<file path="config.mk">
export PLATFORM = sky130hd
export DESIGN_NAME = oled_host_port
export DESIGN_NICKNAME = d
export VERILOG_FILES = /design/src/common/oled_host_pkg.sv /design/src/core/oled_host_port.sv
export SDC_FILE = /design/constraint.sdc
export NUM_CORES = 1
export LEC_CHECK = 0
export ABC_AREA = 0
export BUFFER_PORTS_ARGS = -buffer_cell sky130_fd_sc_hd__buf_2
export CAP_MARGIN = 5
export CORE_UTILIZATION = 45
export DETAILED_ROUTE_END_ITERATION = 8
export GPL_TIMING_DRIVEN = 0
export PLACE_DENSITY = 0.67
export RECOVER_POWER = 25
export SLEW_MARGIN = 10
export SYNTH_ARGS = -nofsm -noshare
export SYNTH_HDL_FRONTEND = slang
export SYNTH_SLANG_ARGS = --single-unit
</file>
<file path="constraint.sdc">
create_clock -name core_clk_i -period 3.55 [get_ports core_clk_i]
set_clock_uncertainty 0.15 [all_clocks]
set_input_delay 1.065 -clock core_clk_i [delete_from_list [all_inputs] [get_ports core_clk_i]]
set_output_delay 1.065 -clock core_clk_i [all_outputs]
set_load 0.01 [all_outputs]
</file>
<file path="src/common/oled_host_pkg.sv">
// Package with register map, pin types and timing of the OLED host port.
package oled_host_pkg;
  localparam int unsigned CLK_MHZ = 125;
  localparam int unsigned T_CYCLE_NS = 300;
  localparam int unsigned T_CSL_NS = 120;
  localparam int unsigned T_CSH_NS = 60;
  localparam int unsigned T_DHW_NS = 15;
  localparam int unsigned T_ACC_NS = 140;
  localparam int unsigned SYNC_CYC = 3;
  localparam int unsigned SETUP_CYC = 1;

  function automatic int unsigned ns_up(input int unsigned ns);
    return (ns * CLK_MHZ + 999) / 1000;
  endfunction : ns_up

  function automatic int unsigned max2(input int unsigned a,
                                       input int unsigned b);
    return (a > b) ? a : b;
  endfunction : max2

  // The low phase also covers access time plus the input synchroniser.
  localparam int unsigned STB_CYC =
    max2(ns_up(T_CSL_NS), ns_up(T_ACC_NS) + SYNC_CYC + 2);
  localparam int unsigned HOLD_CYC = ns_up(T_DHW_NS);
  localparam int unsigned GAP_CYC = max2(ns_up(T_CSH_NS),
    ns_up(T_CYCLE_NS) - SETUP_CYC - STB_CYC - HOLD_CYC);
  localparam int unsigned CNT_W = 8;
  localparam int unsigned RST_CNT_W = 24;

  localparam int unsigned ADDR_W = 4;
  localparam logic [ADDR_W-1:0] REG_CTRL = 4'h0;
  localparam logic [ADDR_W-1:0] REG_TXD = 4'h4;
  localparam logic [ADDR_W-1:0] REG_STAT = 4'h8;
  localparam logic [ADDR_W-1:0] REG_RXD = 4'hC;
  localparam int unsigned CTRL_INIT_BIT = 0;
  localparam int unsigned CTRL_CLR_BIT = 1;
  localparam int unsigned TXD_DC_BIT = 8;
  localparam int unsigned TXD_RD_BIT = 9;
  localparam int unsigned STAT_BUSY_BIT = 0;
  localparam int unsigned STAT_DONE_BIT = 1;
  localparam int unsigned STAT_RXV_BIT = 2;
  localparam int unsigned STAT_ERR_BIT = 3;

  localparam int unsigned INIT_LEN = 18;
  localparam int unsigned IDX_W = 5;
  localparam logic [7:0] CMD_DISP_OFF = 8'hAE;
  localparam logic [7:0] CMD_DISP_ON = 8'hAF;

  typedef struct packed {
    logic cs_n;
    logic rd_n;
    logic wr_n;
    logic dc;
    logic init_n;
  } ctl_pins_s;

  typedef struct packed {
    logic [7:0] data;
    logic oe;
  } bus_drive_s;

  typedef struct packed {
    logic rd;
    logic dc;
    logic [7:0] data;
  } xfer_req_s;

  typedef enum logic [2:0] {X_IDLE, X_SETUP, X_STROBE, X_HOLD, X_GAP}
    xfer_st_e;
  typedef enum logic [1:0] {I_HOLD, I_WAIT, I_SEQ, I_DONE} init_st_e;
endpackage : oled_host_pkg

</file>
<file path="src/core/oled_host_port.sv">
// Host controller that powers up and drives a strobed OLED parallel port.
`timescale 1ns/1ps
// How it works
// - Eight-bit bus, host drives writes only.
// - Command write: select, strobe, release, deselect.
// - Hold init low, release, display off.
// - Contrast command then maximum current.
// - Duty command then sixty-three.
// - Start line zero, row scan direction.
// - Row pin arrangement command and parameter.
// - Precharge command, fifteen and one.
// - Row high deselect level command, parameter.
// - Normal display, non-inverted pixels.
// - Display on ends the sequence.
module oled_host_port #(
  parameter int unsigned RST_LOW_CYC = 12500,
  parameter int unsigned RST_WAIT_CYC = 12500
) (
  input wire logic core_clk_i,
  input wire logic rst_i,
  input wire logic [oled_host_pkg::ADDR_W-1:0] reg_addr_i,
  input wire logic [31:0] reg_wdata_i,
  input wire logic reg_wr_i,
  input wire logic reg_rd_i,
  output logic [31:0] reg_rdata_o,
  output oled_host_pkg::ctl_pins_s pins_o,
  output oled_host_pkg::bus_drive_s bus_o,
  input wire logic [7:0] host_bus_byte_i
);
  import oled_host_pkg::*;

  if (RST_LOW_CYC < 1 || RST_LOW_CYC >= (1 << RST_CNT_W) ||
      RST_WAIT_CYC < 1 || RST_WAIT_CYC >= (1 << RST_CNT_W) ||
      GAP_CYC >= (1 << CNT_W) || STB_CYC >= (1 << CNT_W)) begin : g_chk
    $error("oled_host_port: count parameter out of range");
  end

  function automatic logic [7:0] init_byte(input logic [IDX_W-1:0] i);
    case (i)
      5'd0: init_byte = CMD_DISP_OFF;
      5'd1: init_byte = 8'h81;
      5'd2: init_byte = 8'hFF;
      5'd3: init_byte = 8'hA8;
      5'd4: init_byte = 8'h3F;
      5'd5: init_byte = 8'hA0;
      5'd6: init_byte = 8'hD3;
      5'd7: init_byte = 8'h00;
      5'd8: init_byte = 8'h40;
      5'd9: init_byte = 8'hC8;
      5'd10: init_byte = 8'hDA;
      5'd11: init_byte = 8'h12;
      5'd12: init_byte = 8'hD9;
      5'd13: init_byte = 8'hF1;
      5'd14: init_byte = 8'hDB;
      5'd15: init_byte = 8'h49;
      5'd16: init_byte = 8'hA4;
      5'd17: init_byte = 8'hA6;
      default: init_byte = CMD_DISP_ON;
    endcase
  endfunction : init_byte

  xfer_st_e x_st_ff;
  init_st_e i_st_ff;
  xfer_req_s cur_ff;
  xfer_req_s sw_req_ff;
  logic sw_pend_ff;
  logic [CNT_W-1:0] x_cnt_ff;
  logic [RST_CNT_W-1:0] i_cnt_ff;
  logic [IDX_W-1:0] idx_ff;
  logic [7:0] bus_s1_ff;
  logic [7:0] bus_s2_ff;
  logic [7:0] bus_s3_ff;
  logic [7:0] bus_filt_ff;
  logic [7:0] rx_ff;
  logic rx_valid_ff;
  logic err_ff;
  logic x_idle;
  logic seq_go;
  logic sw_go;
  logic tx_wr;
  logic rx_set;
  logic init_start;
  logic busy;

  assign x_idle = (x_st_ff == X_IDLE);
  // The nineteen-byte sequence issues the final display-on byte at INIT_LEN.
  assign seq_go = (i_st_ff == I_SEQ) && x_idle && (idx_ff <= IDX_W'(INIT_LEN));
  assign sw_go = (i_st_ff == I_DONE) && x_idle && sw_pend_ff;
  assign tx_wr = reg_wr_i && (reg_addr_i == REG_TXD);
  assign init_start = reg_wr_i && (reg_addr_i == REG_CTRL) &&
                      reg_wdata_i[CTRL_INIT_BIT];
  assign rx_set = (x_st_ff == X_STROBE) && (x_cnt_ff == '0) && cur_ff.rd;
  assign busy = sw_pend_ff || !x_idle || (i_st_ff != I_DONE);

  // Power-up: hold the init line low, let the device settle, then send.
  always_ff @(posedge core_clk_i) begin
    if (rst_i || init_start) begin
      i_st_ff <= I_HOLD;
      i_cnt_ff <= '0;
      idx_ff <= '0;
    end else begin
      case (i_st_ff)
        I_HOLD: begin
          if (i_cnt_ff == RST_CNT_W'(RST_LOW_CYC - 1)) begin
            i_st_ff <= I_WAIT;
            i_cnt_ff <= '0;
          end else begin
            i_cnt_ff <= i_cnt_ff + 1'b1;
          end
        end
        I_WAIT: begin
          if (i_cnt_ff == RST_CNT_W'(RST_WAIT_CYC - 1)) begin
            i_st_ff <= I_SEQ;
          end else begin
            i_cnt_ff <= i_cnt_ff + 1'b1;
          end
        end
        I_SEQ: begin
          if (seq_go) begin
            idx_ff <= idx_ff + 1'b1;
          end else if (x_idle) begin
            i_st_ff <= I_DONE;
          end
        end
        I_DONE: i_st_ff <= I_DONE;
        default: i_st_ff <= I_HOLD;
      endcase
    end
  end

  // One software request may wait; a second while it waits is refused.
  always_ff @(posedge core_clk_i) begin
    if (rst_i) begin
      sw_pend_ff <= 1'b0;
      sw_req_ff <= '0;
    end else if (tx_wr && !sw_pend_ff && i_st_ff == I_DONE) begin
      sw_pend_ff <= 1'b1;
      sw_req_ff <= {reg_wdata_i[TXD_RD_BIT], reg_wdata_i[TXD_DC_BIT],
                    reg_wdata_i[7:0]};
    end else if (sw_go) begin
      sw_pend_ff <= 1'b0;
    end
  end

  always_ff @(posedge core_clk_i) begin
    if (rst_i) begin
      err_ff <= 1'b0;
    end else if (tx_wr && (sw_pend_ff || i_st_ff != I_DONE)) begin
      err_ff <= 1'b1;
    end else if (reg_wr_i && reg_addr_i == REG_CTRL &&
                 reg_wdata_i[CTRL_CLR_BIT]) begin
      err_ff <= 1'b0;
    end
  end

  // Transfer engine: setup, strobe low, hold, then deselected gap.
  always_ff @(posedge core_clk_i) begin
    if (rst_i) begin
      x_st_ff <= X_IDLE;
      x_cnt_ff <= '0;
      cur_ff <= '0;
    end else begin
      case (x_st_ff)
        X_IDLE: begin
          if (seq_go) begin
            cur_ff <= {1'b0, 1'b0, init_byte(idx_ff)};
            x_st_ff <= X_SETUP;
            x_cnt_ff <= CNT_W'(SETUP_CYC - 1);
          end else if (sw_go) begin
            cur_ff <= sw_req_ff;
            x_st_ff <= X_SETUP;
            x_cnt_ff <= CNT_W'(SETUP_CYC - 1);
          end
        end
        X_SETUP: begin
          if (x_cnt_ff == '0) begin
            x_st_ff <= X_STROBE;
            x_cnt_ff <= CNT_W'(STB_CYC - 1);
          end else begin
            x_cnt_ff <= x_cnt_ff - 1'b1;
          end
        end
        X_STROBE: begin
          if (x_cnt_ff == '0) begin
            x_st_ff <= X_HOLD;
            x_cnt_ff <= CNT_W'(HOLD_CYC - 1);
          end else begin
            x_cnt_ff <= x_cnt_ff - 1'b1;
          end
        end
        X_HOLD: begin
          if (x_cnt_ff == '0) begin
            x_st_ff <= X_GAP;
            x_cnt_ff <= CNT_W'(GAP_CYC - 1);
          end else begin
            x_cnt_ff <= x_cnt_ff - 1'b1;
          end
        end
        X_GAP: begin
          if (x_cnt_ff == '0) begin
            x_st_ff <= X_IDLE;
          end else begin
            x_cnt_ff <= x_cnt_ff - 1'b1;
          end
        end
        default: x_st_ff <= X_IDLE;
      endcase
    end
  end

  // Pins follow the engine one cycle late, so every phase keeps its length.
  always_ff @(posedge core_clk_i) begin
    if (rst_i) begin
      pins_o <= '{cs_n: 1'b1, rd_n: 1'b1, wr_n: 1'b1, dc: 1'b1,
                  init_n: 1'b0};
      bus_o <= '0;
    end else begin
      pins_o.cs_n <= !(x_st_ff inside {X_SETUP, X_STROBE, X_HOLD});
      pins_o.wr_n <= !(x_st_ff == X_STROBE && !cur_ff.rd);
      pins_o.rd_n <= !(x_st_ff == X_STROBE && cur_ff.rd);
      pins_o.dc <= x_idle ? 1'b1 : cur_ff.dc;
      pins_o.init_n <= (i_st_ff != I_HOLD);
      bus_o.oe <= !cur_ff.rd &&
                  (x_st_ff inside {X_SETUP, X_STROBE, X_HOLD});
      bus_o.data <= cur_ff.data;
    end
  end

  // The bus input is asynchronous; only agreed samples count.
  always_ff @(posedge core_clk_i) begin
    if (rst_i) begin
      bus_s1_ff <= '0;
      bus_s2_ff <= '0;
      bus_s3_ff <= '0;
      bus_filt_ff <= '0;
    end else begin
      bus_s1_ff <= host_bus_byte_i;
      bus_s2_ff <= bus_s1_ff;
      bus_s3_ff <= bus_s2_ff;
      if (bus_s2_ff == bus_s3_ff) begin
        bus_filt_ff <= bus_s3_ff;
      end
    end
  end

  always_ff @(posedge core_clk_i) begin
    if (rst_i) begin
      rx_ff <= '0;
      rx_valid_ff <= 1'b0;
    end else if (rx_set) begin
      rx_ff <= bus_filt_ff;
      rx_valid_ff <= 1'b1;
    end else if (reg_rd_i && reg_addr_i == REG_RXD) begin
      rx_valid_ff <= 1'b0;
    end
  end

  always_ff @(posedge core_clk_i) begin
    if (rst_i) begin
      reg_rdata_o <= '0;
    end else if (reg_rd_i) begin
      reg_rdata_o <= '0;
      case (reg_addr_i)
        REG_STAT: begin
          reg_rdata_o[STAT_BUSY_BIT] <= busy;
          reg_rdata_o[STAT_DONE_BIT] <= (i_st_ff == I_DONE);
          reg_rdata_o[STAT_RXV_BIT] <= rx_valid_ff;
          reg_rdata_o[STAT_ERR_BIT] <= err_ff;
        end
        REG_RXD: reg_rdata_o[7:0] <= rx_ff;
        default: reg_rdata_o <= '0;
      endcase
    end else begin
      reg_rdata_o <= '0;
    end
  end

  // Helper state read only by the checks below.
  logic [RST_CNT_W-1:0] low_cnt_ff;
  logic first_wr_ff;
  always_ff @(posedge core_clk_i) begin
    if (rst_i) begin
      low_cnt_ff <= '0;
      first_wr_ff <= 1'b0;
    end else begin
      low_cnt_ff <= pins_o.init_n ? '0 : low_cnt_ff + 1'b1;
      if (!pins_o.init_n) begin
        first_wr_ff <= 1'b1;
      end else if (!pins_o.wr_n) begin
        first_wr_ff <= 1'b0;
      end
    end
  end
endmodule : oled_host_port

</file>
## After elaboration in Yosys (flattened, before gate mapping)

Memory sizes are Yosys's and may differ from the RTL's. A register that Yosys moved wholly into a read port is not among the register bits.
Index checks and enable logic that the tools add are counted.

- Add/sub/neg operators: 3
- Equality and inequality tests: 24
- Order comparisons: 1
- Reductions and logical operators: 48
- Muxes and demuxes: 33
- Bitwise gates (word level): 2

Operators with widths:

| cell | number |
|---|---|
| 2-to-1 mux 24 bit | 2 |
| 2-to-1 mux 8 bit | 6 |
| case mux 24 bit (2 select lines) | 1 |
| case mux 8 bit (5 select lines) | 1 |
| adder 24 x 1 -> 24 bit, second input constant | 1 |
| equality test 24 x 14 -> 1 bit, second input constant | 1 |
| != test 2 bit, second input constant | 11 |
| 2-to-1 mux 10 bit | 2 |
| 2-to-1 mux 3 bit | 6 |
| logical AND 1 bit | 17 |
| case mux 3 bit (5 select lines) | 1 |
| nonzero test 2 bit | 6 |
| 2-to-1 mux 5 bit | 2 |
| equality test 4 bit, second input constant | 2 |
| equality test 8 bit | 1 |
| zero test 8 bit | 1 |
| 2-to-1 mux 2 bit | 4 |
| case mux 2 bit (4 select lines) | 1 |
| case mux 4 bit (2 select lines) | 1 |
| subtractor 8 x 1 -> 8 bit, second input constant | 1 |
| equality test 3 x 2 -> 1 bit, second input constant | 2 |
| zero test 1 bit | 6 |
| 2-to-1 mux 1 bit | 6 |
| AND reduction 2 bit | 3 |
| 20 further kinds | 26 |

- Input port bits: 48
- Logic and storage cells: 141
- Memories kept: 1
- Bits in read-only memories: 256
- Flip-flop bits (word level): 151

Memory list:

| name | words | width | rd ports | clocked after Yosys merged registers in | wr ports | line | RTL |
|---|---|---|---|---|---|---|---|
| (no name shown) | 32 | 8 | 1 | 1 | 0 | oled_host_port.sv:39 | `case (i)` |

## Longest topological paths before layout

- Depth after elaboration: 6
- Gate-level depth with buffers: 13
- Mapped depth without buffers: 13

## Worst setup path before layout

No wires, ideal clock.

- Path kind: input to register
- From: input port reg_addr_i[1] (netlist name)
- To: register with a tool-made name
- Stages on the path: 10
- Path slack: 607 ps
- Library setup time: 86 ps
- Arrival time: 2707 ps
- Data required time: 3314 ps
- Cells stage by stage: nor4b_2 > a31o_2 > clkbuf_1 > nor2_1 > inv_1 > ha_1 > nor2_1 > o211ai_1 > a21oi_1 > a211oi_1

RTL lines:

| item | line | RTL |
|---|---|---|
| start, declared | oled_host_port.sv:21 | `input wire logic [oled_host_pkg::ADDR_W-1:0] reg_addr_i,` |

==> out/results.tsv <==
stage	metric	value	unit
run_status	outcome	completed	
power	p_leak	2.82	nW
sta	fin_crit	3160	ps
worst_setup_path	cp-start-kind	input pin	
worst_setup_path	cp_max_fo	8	
die	rows	41	
sta	fmax	316	MHz
worst_setup_path	crit_required	3680	ps
worst_setup_path	rr_worst_depth	13	
final_layout	drive_gt1_share	16.0	%
job	maxCapViolations	0	
die	die_width	116	µm
power	powerDensity	525	mW/mm²
global_route	gr-total-overflow	0	
worst_setup_path	slowest_stage	nor4b_2	
global_route	grt_pass1_wl	21200	µm
die	io_pins	94	
global_route	antenna_found_initial	0	
route	drtIter0Drc	295	
route	antenna_left	0	
sta	finalCritPeriodShare	89.1	%
cts	cts_num_sinks	135	
route	drc	0	
yosys	ys_seq_area_share	46.4	%
min_path	worstHoldPathType	flip-flop to flip-flop	
final_layout	nets	794	
route	drt_wl_total	12900	µm
global_route	grt_usage	20.2	%
sta	tightestPinTransition	1100	ps
yosys	yosysUniqueCellTypes	66	
cts	clockBufferDepth	2	
worst_setup_path	cp-startpoint	reg_addr_i[1]	
worst_setup_path	worstPathCellList	buf_2, nor4b_2, a31o_2, clkbuf_1, nor2_1, inv_1, ha_1, inv_1, mux2i_1, o22a_1, a21oi_1	
die	initial_core_util	46.2	%
cts	cts_setup_buffers	0	
cts	cts_made_buffers	17	
placement	portBuffers	47	
cts	insertion_delay	420	ps
die	coreArea	0.0126	mm²
sta	setup-violations-final	0	
yosys	synth_top_flop_cell	dfxtp_1	
min_path	whs_endpoint	bus_s2_ff[7]	
die	die_height	116	µm
final_layout	area_growth	20.1	%
min_path	whs_path_depth	1	
final_layout	final_common_cell	dfxtp_1	
cts	path_clk_slew	60	ps
sta	timing.hold.ws	289	ps
worst_setup_path	cp_data_arrival_time	3300	ps
worst_setup_path	cp_top_family	simple AND/OR/NAND/NOR gates	
min_path	worstHoldStart	bus_s1_ff[7]	
route	wl_per_cell	13.9	µm
yosys	synth-edff-count	0	
route	vias	4865	
route	via_per_inst	5.27	
die	dieArea	0.0134	mm²
cts	cts_resized	0	
cts	htreeDepth	4	
cts	cts_tree	built	
yosys	syn_avg_cell_area	8.98	µm²
sta	relSlewSlack	25.9	%
worst_setup_path	worst_path_most_repeated_cell	inv_1	
worst_setup_path	cp-end-kind	flip-flop	
yosys	netlist.area_leader.share	46.4	%
yosys	syn_inst	649	
cts	cts-hold-fix-buffers	0	
worst_setup_path	path_buf_inv	4	
global_route	grt_start_max_net_pins	17	
final_layout	antennaDiodeCount	0	
power	power	3.68	mW
yosys	yosysWarnings	0	
cts	cts_root_buf	clkbuf_16	
yosys	syn-cell-area	0.00583	mm²
power	vdd_drop_max	0.315	mV
sta	maxSlewViolCount	0	
placement	hpwlAfterDp	9170	µm
yosys	synthTopCellsByArea	dfxtp_1 46%, nor2_1 4.3%, nor2b_1 4.3%	
worst_setup_path	cpPeakStageDelay	570	ps
final_layout	fillers	1185	
global_route	first_global_vias	4523	
route	firstDrtPassIters	5	
yosys	synth-async-reset-ratio	0	%
worst_setup_path	rrSetupSlack	450	ps
placement	globalplace.congestion	0.861	
yosys	synth.largest_area_cell	dfxtp_1	
yosys	synth.ff_latch_count	135	
final_layout	final_util	55.5	%
final_layout	final_cell_mix	135 x dfxtp_1, 67 x nor2_1, 55 x nand2_1, 45 x buf_2, 40 x nor2b_1	
worst_setup_path	r2r_start	idx_ff[0]	
worst_setup_path	worstSetupPathType	input pin to flip-flop	
sta	rsz0062_at_grt	false	
sta	hold_viol	0	
-- how the worst max path moves through the flow --
stage | endpoint | slack [ps] | cells after the start
floorplan | flip-flop | 610 | 10
global placement | flip-flop | 30 | 11
detailed placement | flip-flop | -20 | 11
CTS | flip-flop | 410 | 11
global route | flip-flop | 170 | 11
finish | flip-flop | 390 | 11
-- per-stage QoR --
stage / instance area, µm² / setup TNS (ps) / std cells / setup slack, ps
after global placement: 6360 / 0 / 891 / 28.2
after global routing: 7000 / 0 / 923 / 174
final: 7000 / 0 / 923 / 385
after CTS: 7010 / 0 / 923 / 411
after floorplan: 5910 / 0 / 672 / 607
after detailed placement: 6360 / -31.1 / 891 / -18.0
-- final cells by class --
| class | instances | area (µm²) | share of cell area, % |
|---|---|---|---|
| multi-input combinational | 465 | 2840 | 40.6 |
| sequential | 135 | 2700 | 38.6 |
| clock buffer | 17 | 425 | 6.08 |
| buffer | 59 | 320 | 4.58 |
| timing repair buffer | 47 | 228 | 3.25 |
| clock inverter | 15 | 216 | 3.09 |
| tap | 172 | 215 | 3.07 |
| inverter | 13 | 48.8 | 0.697 |
-- cells by family (layout without fill, tap and decap cells) --
group | count (synthesis) | in the layout | synth area share (%)
muxes | 22 | 22 | 3.80
other | 1 | 24 | 0.0643
buffers and inverters | 72 | 151 | 6.33
and+or+nand+nor | 269 | 269 | 24.1
DFF | 135 | 135 | 46.4
AOI/OAI and AO/OA | 117 | 117 | 13.8
adders and majority gates | 8 | 8 | 1.72
xor gates and xnor gates | 25 | 25 | 3.76
-- registers in the layout, summed over array words and instances (netlist names), 9 cells and up, named ones only --
| register | flops |
|---|---|
| bus_o | 9 |
| sw_req_ff | 10 |
| i_cnt_ff | 24 |
| cur_ff | 10 |
-- cell usage after synthesis (12+ instances only) --
cell type and n:
a21oi_1 36, a311oi_1 12, and3_1 12, buf_4 25
clkbuf_1 27, dfxtp_1 135, inv_1 12, mux2i_1 21
nand2_1 55, nand3_1 31, nor2_1 67, nor2b_1 40
o21ai_0 17, xor2_1 14
-- where the power goes --
group          switching [mW]  internal (mW)  leakage [nW]  total [mW]
Combinational           0.128         0.0942          1.41       0.222
Sequential             0.0175           1.54          1.09        1.56
Clock                   0.701           1.20         0.313        1.90
Total                   0.846           2.83          2.82        3.68
-- layer usage --
metal | vias to the layer above | track usage [%] | routed length, µm
met2 | 152 | 34.4 | 6200
met1 | 2267 | 24.5 | 5790
met4 | 0 | 8.46 | 274
li1 | 2416 | - | -
met3 | 30 | 4.81 | 607
met5 | - | 0 | 0
(Power assumes the default switching activity.)
